## src/hdl/svvd_map.vh

```
`ifndef SVVD_MAP_VH
`define SVVD_MAP_VH
`define SVVD_OFS_VPP        8'h10
`define SVVD_OFS_VIDEO      8'h20
`define SVVD_OFS_DMA        8'h24
`define SVVD_OFS_LEGACY_3A  8'h28
`define SVVD_OFS_SENSE      8'h2c
`define SVVD_LEGACY_VID_BIT 3
`define SVVD_VPP_0V         3'h0
`define SVVD_VPP_12V        3'h1
`define SVVD_VPP_5V         3'h2
`define SVVD_VPP_3V3        3'h3
`define SVVD_RESET_VPP      3'h0
`define SVVD_RESET_DMA      3'h0
`define SVVD_RESET_LEGACY   8'h00
`endif

```

## src/hdl/svvd_regs.v

```verilog
// Decided for this implementation: register access over AHB-Lite.
`timescale 1ns/1ps
`include "svvd_map.vh"
module svvd_regs (
    input  wire        hclk,
    input  wire        hresetn,
    input  wire        hsel,
    input  wire [7:0]  haddr,
    input  wire [1:0]  htrans,
    input  wire        hwrite,
    input  wire [2:0]  hsize,
    input  wire        hready,
    input  wire [31:0] hwdata,
    output reg  [31:0] hrdata,
    output reg         hreadyout,
    output reg         hresp,
    input  wire        card_detect_n,
    input  wire [1:0]  voltage_sense,
    output reg  [2:0]  vpp_request,
    output reg         video_passthrough_en,
    output reg  [2:0]  socket_dma_channel_number,
    output reg  [3:0]  allowed_voltages
);
    // The address phase is captured so that a write can land when its
    // data arrives in the following cycle.
    reg         wr_pend_reg;
    reg         wr_pend_next;
    reg [7:0]   wr_addr_reg;
    reg [7:0]   wr_addr_next;
    reg [31:0]  hrdata_next;
    reg [2:0]   vpp_next;
    reg         video_next;
    reg [2:0]   dma_next;
    reg [7:0]   legacy_3a_reg;
    reg [7:0]   legacy_3a_next;
    reg [3:0]   allowed_next;
    wire        take;
    wire        take_rd;
    wire        take_wr;
    wire        wr_vpp;
    wire        wr_video;
    wire        wr_dma;
    wire        wr_legacy;
    wire [31:0] rd_word;

    function svvd_hit;
        input [7:0] addr;
        input [7:0] offset;
        begin
            svvd_hit = (addr == offset);
        end
    endfunction

    // Bit 3 of the legacy byte reads back from the passthrough bit, not from
    // legacy_3a_reg, so both views always agree; its stored bit 3 is never read.
    function [31:0] svvd_read_word;
        input [7:0] addr;
        input [2:0] vpp;
        input       video;
        input [2:0] dma;
        input [7:0] legacy;
        input [3:0] allowed;
        begin
            case (addr)
                `SVVD_OFS_VPP: begin
                    svvd_read_word = {29'h0, vpp};
                end
                `SVVD_OFS_VIDEO: begin
                    svvd_read_word = {31'h0, video};
                end
                `SVVD_OFS_DMA: begin
                    svvd_read_word = {29'h0, dma};
                end
                `SVVD_OFS_LEGACY_3A: begin
                    svvd_read_word = {24'h0,
                                      legacy[7:4],
                                      video,
                                      legacy[2:0]};
                end
                `SVVD_OFS_SENSE: begin
                    svvd_read_word = {28'h0, allowed};
                end
                default: begin
                    svvd_read_word = 32'h0;
                end
            endcase
        end
    endfunction

    // Simple card detect and voltage sense decode; bits are
    // {reserved, 3.3V, 5.0V, 12.0V}. No card means nothing allowed.
    function [3:0] svvd_allowed;
        input       detect_n;
        input [1:0] sense;
        begin
            svvd_allowed = 4'h0;
            if (!detect_n) begin
                case (sense)
                    2'b00: begin
                        svvd_allowed = 4'h7;
                    end
                    2'b01: begin
                        svvd_allowed = 4'h5;
                    end
                    2'b10: begin
                        svvd_allowed = 4'h3;
                    end
                    default: begin
                        svvd_allowed = 4'h4;
                    end
                endcase
            end
        end
    endfunction

    assign take      = hsel && hready && htrans[1];
    assign take_rd   = take && !hwrite;
    assign take_wr   = take && hwrite;
    assign wr_vpp    = wr_pend_reg && svvd_hit(wr_addr_reg, `SVVD_OFS_VPP);
    assign wr_video  = wr_pend_reg && svvd_hit(wr_addr_reg, `SVVD_OFS_VIDEO);
    assign wr_dma    = wr_pend_reg && svvd_hit(wr_addr_reg, `SVVD_OFS_DMA);
    assign wr_legacy = wr_pend_reg &&
                       svvd_hit(wr_addr_reg, `SVVD_OFS_LEGACY_3A);
    assign rd_word   = svvd_read_word(haddr,
                                      vpp_request,
                                      video_passthrough_en,
                                      socket_dma_channel_number,
                                      legacy_3a_reg,
                                      allowed_voltages);

    always @* begin
        wr_pend_next = take_wr;
        wr_addr_next = wr_addr_reg;
        if (take) begin
            wr_addr_next = haddr;
        end
    end

    // Read data is registered, so it stands through the data phase and
    // holds until the next read.
    always @* begin
        hrdata_next = hrdata;
        if (take_rd) begin
            hrdata_next = rd_word;
        end
    end

    // Reserved codes are stored as written; the power logic must treat
    // them as unsafe.
    always @* begin
        vpp_next = vpp_request;
        if (wr_vpp) begin
            vpp_next = hwdata[2:0];
        end
    end

    always @* begin
        video_next = video_passthrough_en;
        if (wr_video) begin
            video_next = hwdata[0];
        end else if (wr_legacy) begin
            video_next = hwdata[`SVVD_LEGACY_VID_BIT];
        end
    end

    // Only the low three bits are kept; upper bits are dropped.
    always @* begin
        dma_next = socket_dma_channel_number;
        if (wr_dma) begin
            dma_next = hwdata[2:0];
        end
    end

    always @* begin
        legacy_3a_next = legacy_3a_reg;
        if (wr_legacy) begin
            legacy_3a_next = hwdata[7:0];
        end
    end

    always @* begin
        allowed_next = svvd_allowed(card_detect_n, voltage_sense);
    end

    always @(posedge hclk or negedge hresetn) begin
        if (!hresetn) begin
            wr_pend_reg <= 1'b0;
            wr_addr_reg <= 8'h00;
            hrdata      <= 32'h0;
            hreadyout   <= 1'b1;
            hresp       <= 1'b0;
        end else begin
            wr_pend_reg <= wr_pend_next;
            wr_addr_reg <= wr_addr_next;
            hrdata      <= hrdata_next;
            hreadyout   <= 1'b1;
            hresp       <= 1'b0;
        end
    end

    always @(posedge hclk or negedge hresetn) begin
        if (!hresetn) begin
            vpp_request <= `SVVD_RESET_VPP;
        end else begin
            vpp_request <= vpp_next;
        end
    end

    always @(posedge hclk or negedge hresetn) begin
        if (!hresetn) begin
            video_passthrough_en <= 1'b0;
        end else begin
            video_passthrough_en <= video_next;
        end
    end

    always @(posedge hclk or negedge hresetn) begin
        if (!hresetn) begin
            socket_dma_channel_number <= `SVVD_RESET_DMA;
        end else begin
            socket_dma_channel_number <= dma_next;
        end
    end

    always @(posedge hclk or negedge hresetn) begin
        if (!hresetn) begin
            legacy_3a_reg <= `SVVD_RESET_LEGACY;
        end else begin
            legacy_3a_reg <= legacy_3a_next;
        end
    end

    always @(posedge hclk or negedge hresetn) begin
        if (!hresetn) begin
            allowed_voltages <= 4'h0;
        end else begin
            allowed_voltages <= allowed_next;
        end
    end
endmodule

```

## config.mk

```make
export PLATFORM = sky130hd
export DESIGN_NAME = svvd_regs
export DESIGN_NICKNAME = d
export VERILOG_FILES = /design/src/hdl/svvd_regs.v
export VERILOG_INCLUDE_DIRS = /design/src /design/src/hdl
export SDC_FILE = /design/constraint.sdc
export NUM_CORES = 1
export LEC_CHECK = 0
export ABC_AREA = 0
export BUFFER_PORTS_ARGS = -buffer_cell sky130_fd_sc_hd__buf_2
export CAP_MARGIN = 20
export CORE_ASPECT_RATIO = 2
export CORE_MARGIN = 1
export CORE_UTILIZATION = 43
export DETAILED_ROUTE_END_ITERATION = 8
export PLACE_DENSITY = 0.76
export SETUP_SLACK_MARGIN = 0.3
export SYNTH_ARGS = -nofsm -noshare
export SYNTH_HDL_FRONTEND = slang
export SYNTH_SLANG_ARGS = --single-unit
```

## constraint.sdc

```tcl
create_clock -name hclk -period 2.1 [get_ports hclk]
set_input_delay 0 -clock hclk [delete_from_list [all_inputs] [get_ports hclk]]
set_output_delay 0 -clock hclk [all_outputs]
set_load 0.005 [all_outputs]
```

# Word level (Yosys, flattened, before mapping)
# Cells that the tools add are included.
[op_classes]
addsub = 0
multipliers = 0
n_div = 0
magnitude_cmp = 0
n_eq_ne = 11
n_shift = 0
mux = 5
bitwise = 0
n_reduce_logical = 11
[op_table]
columns = ["operator", "count"]
rows = [
  ["$eq A8 B6 Y1 const B", 7],
  ["$pmux W8 S5", 1],
  ["$eq A8 B5 Y1 const B", 2],
  ["$pmux W3 S3", 1],
  ["$logic_and A1 B1 Y1", 8],
  ["$mux W4", 1],
  ["$eq A2 B1 Y1 const B", 1],
  ["$eq A2 B2 Y1 const B", 1],
  ["$logic_not A2 Y1", 1],
  ["$mux W1", 2],
  ["$reduce_bool A2 Y1", 1],
  ["$logic_not A1 Y1", 1],
]
[totals]
regBits = 60
latchBits = 0
ramBits = 0
romBits = 0
inputBits = 53
wordCells = 35
mem_count = 0

# Longest topological paths before layout
[depth]
word_depth = 4
mapped_depth = 5
mapped_depth_nobuf = 4

# Least setup slack after synthesis
# Ideal clock, no wire load.
[synth_timing]
path_kind = "register to register"
from = "register wr_addr_reg[3]"
to = "register vpp_request[0]"
setup_ps = 125
arrival_ps = 1547
slack_ps = 428
path_stages_with_launch = 4
path_buffers = 0
synth_period_minus_slack_ps = 1672
cell_sequence = "dfrtp_1 -> or4b_1 -> nor4_2 -> mux2_2"
[synth_between]
elab_chain_len = 2
[synth_rtl]
columns = ["element", "line_no", "rtl"]
rows = [
  ["start, declared", "svvd_regs.v:28", "reg [7:0] wr_addr_reg;"],
  ["start signal, assigned", "svvd_regs.v:194", "wr_addr_reg <= wr_addr_next;"],
  ["$eq A8 B5 Y1", "svvd_regs.v:50", "svvd_hit = (addr == offset);"],
  ["$logic_and A1 B1 Y1", "svvd_regs.v:119", "assign wr_vpp = wr_pend_reg && svvd_hit(wr_addr_reg, `SVVD_OFS_VPP);"],
  ["end signal, assigned", "svvd_regs.v:203", "vpp_request <= `SVVD_RESET_VPP;"],
  ["end signal, assigned", "svvd_regs.v:205", "vpp_request <= vpp_next;"],
  ["end, declared", "svvd_regs.v:19", "output reg [2:0] vpp_request,"],
]
# No other way between the ends.
# A chain may end at the register's enable or synchronous reset.

# Worst setup path after layout
[layout_timing]
from = "register wr_addr_reg[3]"
to = "register vpp_request[1]"
# Same word-level chain as after synthesis.

==> reports/qor.txt <==
Peak supply drop - 569 uV
I/O pin count - 98
Detail Placement HPWL - 2.40 mm
fraction of the mapped netlist area in compound gates - 8.28%
CP max stage delay - 570 ps
Clk Latency, worst-skew pair - 280 ps
Synth async-reset ratio - 100%
HP Class - input pin to flip-flop
status - finished clean
syn_area_per_cell - 12.4 sq um
# clock sinks - 34
CP arrival - 1920 ps
top cells by area, synth - dfrtp_1 (50%), mux2_2 (15%), buf_4 (12%), a22o_2 (3.0%), mux2i_1 (2.4%)
I/O Buffers - 42
Starting Density - 45.9%
hold worst-path end - vpp_request[0]$_DFFE_PN0P_
row count - 31
Crit Reg-Reg Endpoint - vpp_request[1]$_DFFE_PN0P_
clock period minus final worst setup slack - 1750 ps
WHS - 10.2 ps
Top FF cell, synth - dfrtp_1
Die W - 46.4 um
crit path kind - flip-flop to flip-flop
Post-Synth XOR/XNOR Area - 0%
hold path depth - 2
total grt overflow - 0
CP Cell Sequence - or4b_4 -> nor4_4 -> buf_4 -> mux2_2
vias in the first global route - 1,208
drt pass-1 iters - 2
worst rel slew slack - 50.3%
Wirelength per Cell - 13.2 um
initial antenna violation count - 0
GPL Wtd Cong - 0.750
top cell family by delay on the critical path - simple AND/OR/NAND/NOR gates
maximum buffer depth of the clock tree - 2
hold_sp - hwdata[0]
root buf cell - clkbuf_8
nets - 253
CP endpoint kind - flip-flop
worst-margin pin slew - 746 ps
Fmax - 570 MHz
Yosys top cell by area - dfrtp_1
layout cells sized above 1 - 44.8%
Via Count - 1,195
Post-Synth Adder-Cell Area - 0%
H-tree depth - 2
fin crit share - 83.5%
Final Slew Violations - 0
Iteration-0 DRC Markers - 10
gr usage total - 17.9%
Worst path slowest cell - or4b_4
Post-Route Setup TNS - 0 ps
Num CTS Buffers - 5
Post-synth EDFFs - 0
YS warnings - 0
CP required - 2260 ps
Mapped Area - 1690 sq um
Synth top area share - 50.3%
Reg clk slew, reported paths - 60 ps
Antenna Diode Count - 0
first-pass GRT wire length - 5.44 mm
die height - 90.7 um
Worst R2R Start - wr_addr_reg[3]$_DFFE_PN0P_
Final ANT Viol Nets - 0
Total Wirelength - 3.30 mm
R2R cell count - 4
Area Growth Syn to Fin - 27.8%
largest family of logic cells by synthesized area - multiplexers
mux cell area share after synthesis - 17.0%
static leakage - 0.00105 uW
Die Area - 4210 sq um
CTS tree - yes
pin count of the biggest net entering global routing - 35
core box area - 3680 sq um
Yosys reg bits - 34
Worst Path Buf+Inv - 1
register area share after synthesis - 50.3%
unrepaired setup endpoints after global routing - false
cells after synthesis - 137
hold violation count in the final report - 0
Via density - 4.78
Simple-Gate Fraction of Synth Area - 10.9%
setup violators final - 0
Max Fanout on Critical Path - 5
Pwr per Cell Area - 691 nW/um^2
Max-Cap Viols - 0
CP Launch Type - flip-flop
clk_skew - 7.40 ps
drc violations - 0
Netlist cell types - 32
R2R setup slack - 350 ps
## worst register-to-register path, stage by stage, from the launching register on
cell     delay, ps
dfrtp_2        430
or4b_4         570
nor4_4         140
buf_4          170
mux2_2         320
## power breakdown
group | total [uW] | switching [uW] | internal, uW
registers | 753 | 45.2 | 708
clock network | 549 | 218 | 331
logic | 193 | 84.9 | 108
total | 1490 | 348 | 1150
## layout by cell type, fill, tap and decap left out, drive strengths merged
cell and n:
nand4b 1, nor4 2, nor3b 2, conb 27
nand3b 2, a32oi 2, nor2 5, mux2 22
mux2i 4, a21oi 7, or4 1, and4b 1
nor4b 1, or3b 1, dfrtp 34, nand2b 1
nand4bb 1, a22oi 1, a22o 5, inv 2
nand3 2, or4b 1, o21ai 3, clkbuf 8
buf 44, nand2 2, a2111oi 1, dlygate4sd3 17
a31oi 1
## worst max-delay path by stage
| stage | from | end | slack, ps | cells past startpoint |
|---|---|---|---|---|
| after floorplan | wr_addr_reg[3]$_DFFE_PN0P_ | vpp_request[0]$_DFFE_PN0P_ | 430 | 3 |
| after global placement | wr_addr_reg[1]$_DFFE_PN0P_ | legacy_3a_reg[0]$_DFFE_PN0P_ | 330 | 4 |
| after detailed placement | wr_addr_reg[1]$_DFFE_PN0P_ | legacy_3a_reg[1]$_DFFE_PN0P_ | 300 | 4 |
| after CTS | wr_addr_reg[3]$_DFFE_PN0P_ | vpp_request[0]$_DFFE_PN0P_ | 310 | 4 |
| after global routing | haddr[6] | hrdata[5]$_DFFE_PN0P_ | 300 | 6 |
| final | wr_addr_reg[3]$_DFFE_PN0P_ | vpp_request[1]$_DFFE_PN0P_ | 350 | 4 |
## metrics by stage
stage / setup WS (ps) / utilization, % / instances / power [uW] / cell area (sq um)
2_1_floorplan: 428 / - / 162 / 877 / 1790
3_3_place_gp: 329 / 50.2 / 224 / 912 / 1850
3_5_place_dp: 303 / 50.2 / 224 / 918 / 1850
4_1_cts: 310 / 57.9 / 249 / 1500 / 2130
5_1_grt: 304 / 58.7 / 250 / 1570 / 2160
6_report: 347 / 58.7 / 250 / 1490 / 2160
## synth_stat cells, types with 2 or more instances
library cell and n:
a21oi_1 7, a22o_2 5, a32oi_1 2, buf_4 27, clkbuf_1 2, conb_1 2
dfrtp_1 34, inv_1 2, mux2_2 22, mux2i_1 4, nand2_1 2, nand3b_1 2
nor2_1 5, o21ai_0 3
## final cells by class
class | instances | area (sq um)
repair buffers | 61 | 395
fillers | 305 | 1520
multi-input cells | 96 | 737
clock buffers | 8 | 110
flip-flops and latches | 34 | 852
well taps | 49 | 61.3
inverters | 2 | 7.51
## cell families after synthesis
kind of cell	count (synthesis)
flip-flops	34
buffers and inverters	32
multiplexers	26
AND/OR/NAND/NOR	23
AO/OA/AOI/OAI	20
other	2
## what timing repair did
| item | 4_1_cts | 5_1_grt |
|---|---|---|
| endpoints found under the setup margin | 7 | 17 |
| hold buffers | 17 | 0 |
| pin swaps | 1 | 1 |
| resized for setup | 1 | 5 |
| gates cloned | 0 | 0 |
| hold endpoints to repair | 52 | 0 |
| buffers inserted | 0 | 1 |
## per-layer routing
metal | global-route usage [%] | share of wire [%]
met3 | 4.20 | 5.0
met5 | 0 | 0
met4 | 9.56 | 2.8
met2 | 28.6 | 52
met1 | 20.9 | 40
Note: power is estimated with default switching activity, not from simulation.
